$ cat config.mk
export PLATFORM = sky130hd
export DESIGN_NAME = time_capture_counter
export DESIGN_NICKNAME = d
export VERILOG_FILES = /design/src/tcc_pkg.sv /design/src/tick_divider.sv /design/src/time_capture_counter.sv
export SDC_FILE = /design/constraint.sdc
export NUM_CORES = 1
export LEC_CHECK = 0
export ABC_AREA = 1
export BUFFER_PORTS_ARGS = -buffer_cell sky130_fd_sc_hd__clkbuf_2
export CORE_MARGIN = 1.5
export CORE_UTILIZATION = 35
export CTS_CLUSTER_DIAMETER = 60
export CTS_CLUSTER_SIZE = 16
export DETAILED_ROUTE_END_ITERATION = 7
export PLACE_DENSITY = 0.55
export SYNTH_ARGS = -nofsm -noshare
export SYNTH_HDL_FRONTEND = slang
export SYNTH_SLANG_ARGS = --single-unit
$ cat constraint.sdc
create_clock -name clock -period 5.3 [get_ports clock]
set_input_delay 0.265 -clock clock [delete_from_list [all_inputs] [get_ports clock]]
set_output_delay 0.265 -clock clock [all_outputs]
set_load 0.02 [all_outputs]
$ cat src/tcc_pkg.sv
// Constants for the elapsed-time capture counter.
// Assumes one 200 MHz system clock; the counter tick is an enable pulse.
package tcc_pkg;
  // ****************************************
  // Widths and codes
  // ****************************************
  localparam int COUNT_W = 40;
  localparam int BYTE_W = 8;
  localparam int NUM_BYTES = 5;
  localparam logic [7:0] PIN_CAPTURE_FUNCTION = 8'h27;
  localparam logic VCO_SEL_THIRD = 1'h0;
  localparam logic VCO_SEL_SECOND = 1'h1;
  localparam logic TRIG_SEL_CHIP_SELECT = 1'h0;
  localparam logic TRIG_SEL_PIN = 1'h1;
  // Byte index of the capture field, MSB first
  localparam logic [2:0] BYTE_IDX_MSB = 3'h0;
  localparam logic [2:0] BYTE_IDX_LSB = 3'h4;
  // ****************************************
  // Divider ratios of the oscillator clocks, and counter constants
  // ****************************************
  localparam logic [4:0] DIV_SECOND = 5'h14;
  localparam logic [4:0] DIV_THIRD = 5'h08;
  localparam logic [COUNT_W-1:0] COUNT_ZERO = 40'h00_0000_0000;
  localparam logic [COUNT_W-1:0] COUNT_ONE = 40'h00_0000_0001;
endpackage

$ cat src/tick_divider.sv
// Divides an oscillator-cycle enable into a counter tick enable.
// Assumes osc_tick comes from logic on the same clock.
`timescale 1ns/1ps
`default_nettype none
module tick_divider (
  input wire logic clock, // System clock
  input wire logic reset, // Async reset, active high
  input wire logic osc_tick, // One oscillator cycle
  input wire logic [4:0] ratio, // Division ratio
  output logic tick // Counter enable pulse
);
  logic [4:0] phase;
  // Wrap at ratio-1; a ratio change restarts cleanly at the wrap
  wire last = (phase >= ratio - 5'h01);
  always_ff @(posedge clock or posedge reset) begin
    if (reset) begin
      phase <= 5'h00;
    end else if (osc_tick) begin
      phase <= last ? 5'h00 : phase + 5'h01;
    end
  end
  assign tick = osc_tick & last;
endmodule
`default_nettype wire

$ cat src/time_capture_counter.sv
// Elapsed-time counter with snapshot capture into a five-byte field.
// Assumes the oscillator ticks and host byte reads come from same-clock
// logic; the trigger pin and chip select arrive asynchronously.
`timescale 1ns/1ps
`default_nettype none
module time_capture_counter (
  input wire logic clock, // System clock, 200 MHz
  input wire logic reset, // Async reset, active high
  input wire logic second_osc_tick, // Second synthesizer VCO cycle
  input wire logic third_osc_tick, // Third synthesizer VCO cycle
  input wire logic counter_vco_source_sel, // 0 third, 1 second
  input wire logic capture_trigger_sel, // 1 pin, 0 chip select
  input wire logic elapsed_counter_enable, // Counter run enable
  input wire logic elapsed_counter_clear, // Extra clear, keep 0
  input wire logic [7:0] pin_function_code, // Trigger pin function
  input wire logic pin_polarity_invert, // 1 selects falling edge
  input wire logic general_pin_one, // Trigger pin, async
  input wire logic serial_chip_select_n, // Serial select, async
  input wire logic read_strobe, // Host byte read pulse
  input wire logic [2:0] read_index, // Byte index, 0 is MSB
  output logic [7:0] read_data, // Selected capture byte
  output logic [39:0] captured_count_value, // Whole capture field
  output logic [39:0] running_count, // Live counter
  output logic capture_armed // Capture may be taken
);
  // ****************************************
  // Input synchronisers
  // ****************************************
  logic [2:0] pin_sync;
  logic [2:0] cs_sync;
  logic pin_held;
  logic cs_held;
  // Three stages; a change counts once stages two and three agree,
  // so a one-cycle glitch at the last stage never makes an edge
  always_ff @(posedge clock or posedge reset) begin
    if (reset) begin
      pin_sync <= 3'h0;
      cs_sync <= 3'h7;
    end else begin
      pin_sync <= {pin_sync[1:0], general_pin_one};
      cs_sync <= {cs_sync[1:0], serial_chip_select_n};
    end
  end
  wire pin_agree = (pin_sync[1] == pin_sync[2]);
  wire cs_agree = (cs_sync[1] == cs_sync[2]);
  // Last accepted level, reset to each pin's idle level
  always_ff @(posedge clock or posedge reset) begin
    if (reset) begin
      pin_held <= 1'h0;
      cs_held <= 1'h1;
    end else begin
      if (pin_agree) begin
        pin_held <= pin_sync[2];
      end
      if (cs_agree) begin
        cs_held <= cs_sync[2];
      end
    end
  end
  wire pin_level = pin_sync[2] ^ pin_polarity_invert;
  wire pin_prev = pin_held ^ pin_polarity_invert;
  wire pin_edge = pin_agree & pin_level & ~pin_prev;
  wire cs_fall = cs_agree & ~cs_sync[2] & cs_held;

  // ****************************************
  // Counter clock selection and division
  // ****************************************
  wire use_second =
    (counter_vco_source_sel == tcc_pkg::VCO_SEL_SECOND);
  // Oscillator source mux; ratio tracks the source
  wire osc_tick = use_second ? second_osc_tick : third_osc_tick;
  wire [4:0] div_ratio = use_second ? tcc_pkg::DIV_SECOND
                                    : tcc_pkg::DIV_THIRD;
  logic count_tick;
  tick_divider divider (
    .clock(clock),
    .reset(reset),
    .osc_tick(osc_tick),
    .ratio(div_ratio),
    .tick(count_tick)
  );

  // ****************************************
  // Running counter
  // ****************************************
  wire run = elapsed_counter_enable & ~elapsed_counter_clear;
  // Held at zero while disabled, so enabling starts from zero
  always_ff @(posedge clock or posedge reset) begin
    if (reset) begin
      running_count <= tcc_pkg::COUNT_ZERO;
    end else if (!run) begin
      running_count <= tcc_pkg::COUNT_ZERO;
    end else if (count_tick) begin
      running_count <= running_count + tcc_pkg::COUNT_ONE;
    end
  end

  // ****************************************
  // Capture and re-arm
  // ****************************************
  wire pin_mode = (capture_trigger_sel == tcc_pkg::TRIG_SEL_PIN);
  wire pin_is_trigger = (pin_function_code == tcc_pkg::PIN_CAPTURE_FUNCTION);
  wire trig_event = pin_mode ? (pin_edge & pin_is_trigger)
                             : cs_fall;
  wire read_msb = read_strobe & (read_index == tcc_pkg::BYTE_IDX_MSB);
  wire read_lsb = read_strobe & (read_index == tcc_pkg::BYTE_IDX_LSB);
  wire take = run & capture_armed & trig_event;
  // Chip select locks on MSB read, pin locks on its own capture.
  // An LSB read re-arms; a lock in the same cycle wins so no
  // capture is lost between a read and the next edge.
  wire lock = pin_mode ? take : read_msb;
  logic next_armed;
  always_comb begin
    next_armed = capture_armed;
    if (read_lsb) begin
      next_armed = 1'b1;
    end
    if (lock) begin
      next_armed = 1'b0;
    end
  end
  always_ff @(posedge clock or posedge reset) begin
    if (reset) begin
      capture_armed <= 1'b1;
      captured_count_value <= tcc_pkg::COUNT_ZERO;
    end else begin
      capture_armed <= next_armed;
      if (take) begin
        captured_count_value <= running_count;
      end
    end
  end

  // ****************************************
  // Byte read port
  // ****************************************
  // One lane per field byte, MSB first; indices past the field read zero
  logic [7:0] field_byte [tcc_pkg::NUM_BYTES];
  for (genvar b = 0; b < tcc_pkg::NUM_BYTES; b++) begin : g_lane
    assign field_byte[b] = captured_count_value[
      tcc_pkg::COUNT_W - 1 - tcc_pkg::BYTE_W * b -: tcc_pkg::BYTE_W];
  end
  wire index_ok = (read_index <= tcc_pkg::BYTE_IDX_LSB);
  wire [7:0] byte_sel = index_ok ? field_byte[read_index] : 8'h00;
  always_ff @(posedge clock or posedge reset) begin
    if (reset) begin
      read_data <= 8'h00;
    end else if (read_strobe) begin
      read_data <= byte_sel;
    end
  end

  // ****************************************
  // Checks
  // ****************************************
  hold_zero_a: assert property (
    @(posedge clock) disable iff (reset)
    !run |=> running_count == tcc_pkg::COUNT_ZERO)
    else $error("count not held at zero");
  count_step_a: assert property (
    @(posedge clock) disable iff (reset)
    run && $past(run) && !count_tick |=> $stable(running_count))
    else $error("count moved without tick");
  capture_copy_a: assert property (
    @(posedge clock) disable iff (reset)
    take |=> captured_count_value == $past(running_count))
    else $error("capture value wrong");
  pin_lock_a: assert property (
    @(posedge clock) disable iff (reset)
    pin_mode && take && !read_lsb |=> !capture_armed)
    else $error("pin capture did not lock");
  msb_lock_a: assert property (
    @(posedge clock) disable iff (reset)
    !pin_mode && read_msb |=> !capture_armed)
    else $error("msb read did not lock");
  lsb_rearm_a: assert property (
    @(posedge clock) disable iff (reset)
    read_lsb && !lock |=> capture_armed)
    else $error("lsb read did not re-arm");
  locked_hold_a: assert property (
    @(posedge clock) disable iff (reset)
    !capture_armed |=> $stable(captured_count_value))
    else $error("capture changed while locked");
  idle_nocap_a: assert property (
    @(posedge clock) disable iff (reset)
    !run |=> $stable(captured_count_value))
    else $error("capture while disabled");
  // Chip-select captures leave the field armed until the MSB is read
  cs_keep_a: assert property (
    @(posedge clock) disable iff (reset)
    !pin_mode && take && !read_msb |=> capture_armed)
    else $error("chip select capture disarmed");
  lock_wins_a: assert property (
    @(posedge clock) disable iff (reset)
    lock && read_lsb |=> !capture_armed)
    else $error("re-arm overrode a lock");
  // Each accepted input change yields one edge only
  cs_once_a: assert property (
    @(posedge clock) disable iff (reset)
    cs_fall |=> !cs_fall)
    else $error("chip select edge seen twice");
  pin_once_a: assert property (
    @(posedge clock) disable iff (reset)
    pin_edge |=> !pin_edge)
    else $error("pin edge seen twice");
  msb_byte_a: assert property (
    @(posedge clock) disable iff (reset)
    read_msb |=> read_data == $past(
      captured_count_value[tcc_pkg::COUNT_W-1 -: tcc_pkg::BYTE_W]))
    else $error("msb byte wrong");
  lsb_byte_a: assert property (
    @(posedge clock) disable iff (reset)
    read_lsb |=> read_data ==
      $past(captured_count_value[tcc_pkg::BYTE_W-1:0]))
    else $error("lsb byte wrong");
  cap_pin_c: cover property (@(posedge clock) pin_mode && take);
  cap_cs_c: cover property (@(posedge clock) !pin_mode && take);
  rearm_c: cover property (@(posedge clock) !capture_armed ##1 read_lsb);
  cap_fall_c: cover property (@(posedge clock)
    pin_mode && pin_polarity_invert && take);
  cs_blocked_c: cover property (@(posedge clock)
    !pin_mode && cs_fall && !capture_armed);
endmodule
`default_nettype wire

==> metrics.md, run 1 <==
| Metric | Value |
|---|---|
| Area grow syn2layout | `18.3%` |
| Minimum clock period | `2.08 ns` |
| NumNets Final | `860` |
| Total die area | `16500 um2` |
| Slew at the pin closest to its max-slew limit | `0.762 ns` |
| Setup Crit Path Kind | `reg2reg` |
| Clock skew | `0.00628 ns` |
| Initial core utilization | `36.0%` |
| Rel. slew slack | `49.2%` |
| GRT met3 Usage | `2.41%` |
| Mean routed wirelength per cell | `16.0 um` |
| Hold Crit Class | `in2async` |
| Port bufs | `111` |
| Row count | `45` |
| Internal power | `1.19 mW` |
| Final Hold Vio Count | `3` |
| Final Core Density | `42.6%` |
| Clock tree buffer depth | `2` |
| Unique masters post-synth | `39` |
| Die X | `129 um` |
| Setup repair bufs after CTS | `0` |
| Post-route setup TNS | `0 ns` |
| Reg2reg end | `running_count[6]` |
| Reg2reg path depth | `9` |
| Hold WS | `-0.00168 ns` |
| Net Sw Frac | `28.8%` |
| Data required, critical path | `5.54 ns` |
| Routability cong. | `0.894` |
| Top-level I/O count | `112` |
| Sequential-to-total area share from yosys stat | `46.4%` |
| Largest net degree at the start of global routing | `82` |
| Drt initial violations | `327` |
| R2R Path Start | `divider.phase[4]` |
| Most Crowded Layer GR | `met2` |
| Tot Pwr | `1.67 mW` |
| Via Count | `5117` |
| Remaining antenna violation count | `0` |
| Fin cells | `1048` |
| DRC viols | `0` |
| Pwr Density | `256 nW/um2` |
| Final worst slack | `3.22 ns` |
| Reg power frac | `49.7%` |
| Total CTS buffers | `9` |
| Fmax | `481 MHz` |
| First-pass GRT wire length | `26.0 mm` |
| Yosys top cell by area | `dfrtp_1` |
| Status | `finished with violations` |
| Die height | `129 um` |
| Vias/cell | `4.88` |
| Critical Path Source | `divider.phase[4]` |
| Cts hold-fix bufs | `1` |
| Ranking of synthesized cells by area | `dfrtp_1 44%, nand2_1 13%, nor2_1 5.6%, inv_1 5.1%, nand3_1 5.0%` |
| Max_cap viols | `0` |
| Pre-CTS setup slack | `3.17 ns` |
| Endpoints failing setup | `0` |
| Worst VDD drop | `0.137 mV` |
| PostCTS Resize Cnt | `0` |
| Grt total ovfl | `0` |
| Worst setup SP type | `register` |
| Failing checks | `hold timing` |
| # diodes | `0` |
| Critical path arrival | `2.32 ns` |
| RSZ-0062 raised after global routing | `no` |
| DP Wirelength | `12.6 mm` |
| Gr usage total | `20.6%` |
| CTS tree | `yes` |
| Combinational Power Share | `11.7%` |
| TritonCTS Sinks | `102` |
| Antenna violations before repair | `0` |
| Fraction of final layout cells with drive strength greater than 1 | `21.3%` |
| Crit. End Element | `register` |
| Syn_nets | `755` |
| Clock-pin transition on the worst setup and hold timing paths | `0.07 ns` |
| Post-synthesis cell count | `727` |
| Worst Path Max Fanout | `30` |
| End point of the critical path | `running_count[6]` |
| LEAKAGE | `3.03 nW` |
| Final wirelength | `16.8 mm` |
| Fin crit share | `39.3%` |
| First-pass iteration count of the detailed router | `5` |
| Switching Power | `0.481 mW` |
| Routing usage on met2 | `32.4%` |
| H-tree lvl count | `3` |
| Final Max Tran Viols | `0` |
| Vias in the first global route | `4590` |
| Count of state elements after synthesis | `102` |
| Fin area | `6530 um2` |
| Top cell type's share of synthesized area | `44.0%` |
| Post-Syn Area | `5520 um2` |
| Clock network power share | `38.6%` |
| Clock root buffer | `clkbuf_16` |
| Area after DPL | `6240 um2` |
| CORE AREA | `15300 um2` |
| Cell total after placement | `1031` |
| Worst-Skew Late Latency | `0.35 ns` |
| Syn_area_per_cell | `7.59 um2` |
| Ys Warns | `0` |
| Met1 Use GR | `29.9%` |
| Reg2reg setup slack | `3.22 ns` |
-- layout by cell type (no fill, tap or decap), types with 6 or more instances in the layout --
| master | n |
|---|---|
| o21ai_0 | 32 |
| nand2_1 | 197 |
| nand3_1 | 55 |
| clkbuf_2 | 111 |
| o21ai_1 | 48 |
| a21oi_1 | 13 |
| nor3_1 | 6 |
| inv_2 | 6 |
| nand2_2 | 6 |
| nor2_1 | 83 |
| nor2_4 | 8 |
| clkbuf_16 | 9 |
| nand4_1 | 24 |
| dfrtp_1 | 97 |
| nor2_2 | 10 |
| inv_1 | 74 |
-- cell usage after synthesis (all sizes together) --
library cell	number
xor2	5
nor3	7
dfrtp	97
o31ai	1
buf	20
clkbuf	1
a31o	1
a21o	1
o22ai	5
and3	6
o211ai	2
nand4	24
nor2	102
ha	5
clkinv	3
nand3b	1
nor3b	1
nand3	57
a21oi	14
dfstp	5
o21bai	1
nand2	207
inv	81
o21ai	80
-- state kept, by name, summed over array words and instances (netlist names) --
name / count
running_count: 40
divider.phase: 5
cs_sync: 3
capture_armed: 1
pin_sync: 3
read_data: 8
cs_held: 1
captured_count_value: 40
pin_held: 1
-- worst max-delay path: stages (launching register included) --
cell     delay [ns]
dfrtp_1        0.40
ha_1           0.30
inv_1          0.04
nor2_1         0.08
nand3_1        0.09
nand2_2        0.11
nand2_4        0.17
inv_2          0.48
nand3_1        0.12
and3_1         0.19
-- how the worst min path moves through the flow --
| stage | startpoint | end | slack [ns] |
|---|---|---|---|
| after floorplan | serial_chip_select_n | cs_sync[0] | 0.27 |
| after global placement | pin_sync[0] | pin_sync[1] | 0.33 |
| after detailed placement | pin_sync[0] | pin_sync[1] | 0.34 |
| after CTS | general_pin_one | pin_sync[0] | 0.008 |
| after global routing | general_pin_one | pin_sync[0] | 0.008 |
| final | reset | divider.phase[1] | -0.002 |
-- cell type report --
class / count / area [um2]
Clock inverter: 7 / 57.6
Tap cell: 211 / 264
Timing Repair Buffer: 115 / 588
Multi-Input combinational cell: 520 / 2520
Fill cell: 1648 / 8780
Sequential cell: 102 / 2560
Inverter: 84 / 318
Clock buffer: 9 / 225
-- power by group through the flow --
stage	combinational [mW]	sequential, mW	clock, mW
6_report	0.195	0.830	0.644
3_3_place_gp	0.198	0.845	0
2_1_floorplan	0.145	0.848	0
3_5_place_dp	0.198	0.844	0
4_1_cts	0.199	0.829	0.656
5_1_grt	0.224	0.833	0.690
-- metal layers --
layer	part of all wire (%)	routed length, um	up-vias
li1	-	-	2560
met1	48	8120	2398
met2	45	7540	148
met3	5.5	927	11
met4	1.2	205	0
met5	0	0	-
-- kinds of logic (layout without fill, tap and decap cells) --
group	count (synthesis)	in the layout	synth area share, %
adders and majority gates	5	5	1.13
AOI/OAI and AO/OA	105	105	10.1
xor gates and xnor gates	5	5	0.793
and+or+nand+nor	405	405	33.6
DFF	102	102	46.4
buffers and inverters	105	215	8.00
(Power assumes the default switching activity.)
==> inputs of run 2 (changes only) <==
- clock period: 5.3 -> 2 ns (I/O delays scaled with it)
==> run 2 against run 1 <==
The flow now finishes without violations; clock power increased to 2.6 times the previous value; final cell count increased by 0.48%; register-to-register slack got worse by 3.0 ns; sequential power increased to 2.7 times the previous value; global-route usage increased by 0.31 points; routed wire length increased by 0.77%; critical endpoint is now running_count[3]; largest cell class unchanged; highest routed layer unchanged.
==> metrics.md, run 2 (synthesis gave the netlist of run 1 again) <==
| Metric | Value |
|---|---|
| Mean routed wirelength per cell | `16.1 um (+0.29%)` |
| Grt total ovfl | `0 (unchanged)` |
| Crit. End Element | `register` |
| DRC viols | `0 (unchanged)` |
| CORE AREA | `15300 um2 (unchanged)` |
| First-pass iteration count of the detailed router | `5 (unchanged)` |
| Reg2reg path depth | `10 (+1)` |
| Top Registers | `captured_count_value: 40 flops, running_count: 40 flops, read_data: 8 flops` |
| Fillers | `1655 (+0.42%)` |
| Final wirelength | `16.9 mm (+0.77%)` |
| Final Max Tran Viols | `0 (unchanged)` |
| Worst path buffer plus inverter count | `3 (+1)` |
| Most frequent cells in the layout | `197 x nand2_1, 111 x clkbuf_2, 97 x dfrtp_1` |
| Largest net degree at the start of global routing | `103 (+26%)` |
| Fraction of final layout cells with drive strength greater than 1 | `21.3% (about the same)` |
| Port bufs | `111 (unchanged)` |
| # diodes | `0 (unchanged)` |
| Slew at the pin closest to its max-slew limit | `0.565 ns (-0.196 ns)` |
| Post-route setup TNS | `0 ns (unchanged)` |
| Setup repair bufs after CTS | `0 (unchanged)` |
| Worst-Skew Late Latency | `0.35 ns (about the same)` |
| Area grow syn2layout | `20.0%` |
| Worst setup SP type | `register` |
| Antenna violations before repair | `0 (unchanged)` |
| Clock-pin transition on the worst setup and hold timing paths | `0.07 ns (about the same)` |
| Data required, critical path | `2.25 ns (-3.29 ns)` |
| CP delay by family, top | `simple AND/OR/NAND/NOR gates` |
| Crit path top cell by count | `nand3_1` |
| LEAKAGE | `3.05 nW (+0.66%)` |
| Clock root buffer | `clkbuf_16` |
| H-tree lvl count | `3 (unchanged)` |
| Clock skew | `0.00692 ns (+0.000640 ns)` |
| DP Wirelength | `12.7 mm (+0.74%)` |
| TritonCTS Sinks | `102 (unchanged)` |
| Reg2reg end | `running_count[3]` |
| Drt initial violations | `444 (+36%)` |
| RSZ-0062 raised after global routing | `no` |
| R2R Path Start | `divider.phase[4]` |
| Final Hold Vio Count | `0 (-3)` |
| Worst VDD drop | `0.454 mV (+230%)` |
| CTS tree | `yes` |
| End of the worst hold path | `running_count[4]` |
| Rel. slew slack | `62.3% (+13 points)` |
| Cell total after placement | `1034 (+0.29%)` |
| Cell Chain, Critical Path | `ha_1 -> inv_1 -> nor2_1 -> nand3_1 -> nand2_2 -> nand2_8 -> inv_2 -> buf_12 -> nand3_1 -> and3_1` |
| Commonest non-fill, non-tap cell in the layout | `nand2_1` |
| Critical path arrival | `2.08 ns (-0.24 ns)` |
| CP max stage cell | `dfrtp_1` |
| Pwr Density | `676 nW/um2 (+160%)` |
| Vias/cell | `4.92 (+0.73%)` |
| Gr usage total | `20.9% (+0.31 points)` |
| Vias in the first global route | `4638 (+1.0%)` |
| Reg2reg setup slack | `0.17 ns (-3.05 ns)` |
| Routability cong. | `0.910 (+1.8%)` |
| Fin crit share | `91.4% (+52 points)` |
| Minimum clock period | `1.83 ns (-0.252 ns)` |
| Fin cells | `1053 (+0.48%)` |
| NumNets Final | `865 (+0.58%)` |
| Die height | `129 um (unchanged)` |
| Hold Crit Class | `in2reg` |
| Total die area | `16500 um2 (unchanged)` |
| Setup Crit Path Kind | `reg2reg` |
| Row count | `45 (unchanged)` |
| Register Area | `2560 um2 (unchanged)` |
| Multi-input combinational cell area | `2540 um2 (+0.70%)` |
| Via Count | `5179 (+1.2%)` |
| Status | `complete, no violations` |
| CP max stage delay | `0.39 ns (-0.09 ns)` |
| Remaining antenna violation count | `0 (unchanged)` |
| Critical Path Source | `divider.phase[4]` |
| Hold path start | `elapsed_counter_clear` |
| First-pass GRT wire length | `26.2 mm (+0.80%)` |
| Top-level I/O count | `112 (unchanged)` |
| Endpoints failing setup | `0 (unchanged)` |
| Max_cap viols | `0 (unchanged)` |
| Worst Path Max Fanout | `30 (unchanged)` |
| Worst hold path depth | `4` |
| Initial core utilization | `36.0% (unchanged)` |
| Die X | `129 um (unchanged)` |
| Fmax | `547 MHz (+14%)` |
| Total CTS buffers | `9 (unchanged)` |
| Clock tree buffer depth | `2 (unchanged)` |
[run 2: changes by cell type in the layout (fill, tap and decap cells not counted), moves of 2 or more]
cell	before	now
buf_12	0	3
nand2_4	4	2
clkbuf_1	0	2
nand2_8	0	2
dlygate4sd3_1	1	3
clkinv_2	2	0
[run 2: cell type report]
cell class              count  area share, %
clock buffers              11           3.51
multi-input cells         520           38.3
flip-flops and latches    102           38.6
well taps                 211           3.99
repair buffers            120           10.1
clock inverters             5          0.680
inverters                  84           4.82
[run 2: where the power goes]
group	total (mW)	internal, mW	switching, mW
clock network	1.70	0.862	0.835
registers	2.20	2.14	0.0569
logic	0.583	0.185	0.398
[run 2: per-layer routing]
| metal | global-route usage (%) | up-vias | routed length, um |
|---|---|---|---|
| met4 | 6.61 | 0 | 257 |
| met3 | 2.41 | 18 | 885 |
| met2 | 32.5 | 170 | 7520 |
| li1 | - | 2584 | - |
| met5 | 0 | - | 0 |
| met1 | 30.6 | 2407 | 8260 |
[run 2: worst max path at each step]
| stage | end | slack [ns] | cells after the start |
|---|---|---|---|
| after floorplan | running_count[26] | 0.37 | 9 |
| after global placement | running_count[9] | 0.16 | 10 |
| after detailed placement | running_count[9] | 0.13 | 10 |
| after CTS | running_count[9] | 0.10 | 10 |
| after global routing | running_count[3] | 0.003 | 10 |
| final | running_count[3] | 0.17 | 10 |
[run 2: what timing repair did]
item                                   CTS  global route
endpoints found under the hold margin   99             0
hold buffers                             3             0
setup endpoints to repair                0             4
resized for setup                        0             2
[run 2: worst reg2reg max path: stages, from the launching register on]
cell and delay, ns:
dfrtp_1 0.39, ha_1 0.30, inv_1 0.04, nor2_1 0.07, nand3_1 0.09, nand2_2 0.14
nand2_8 0.13, inv_2 0.10, buf_12 0.18, nand3_1 0.11, and3_1 0.17
[run 2: through the flow]
| step | power (mW) | setup WS (ns) | area, um2 | util [%] | hold WS (ns) |
|---|---|---|---|---|---|
| 2_1_floorplan | 2.63 | 0.368 | 5520 | - | 0.104 |
| 3_3_place_gp | 2.80 | 0.155 | 6300 | 41.1 | 0.189 |
| 3_5_place_dp | 2.80 | 0.131 | 6300 | 41.1 | 0.190 |
| 4_1_cts | 4.50 | 0.105 | 6610 | 43.1 | 0.0667 |
| 5_1_grt | 4.68 | 0.00308 | 6620 | 43.3 | 0.0908 |
| 6_report | 4.48 | 0.171 | 6620 | 43.3 | 0.0814 |
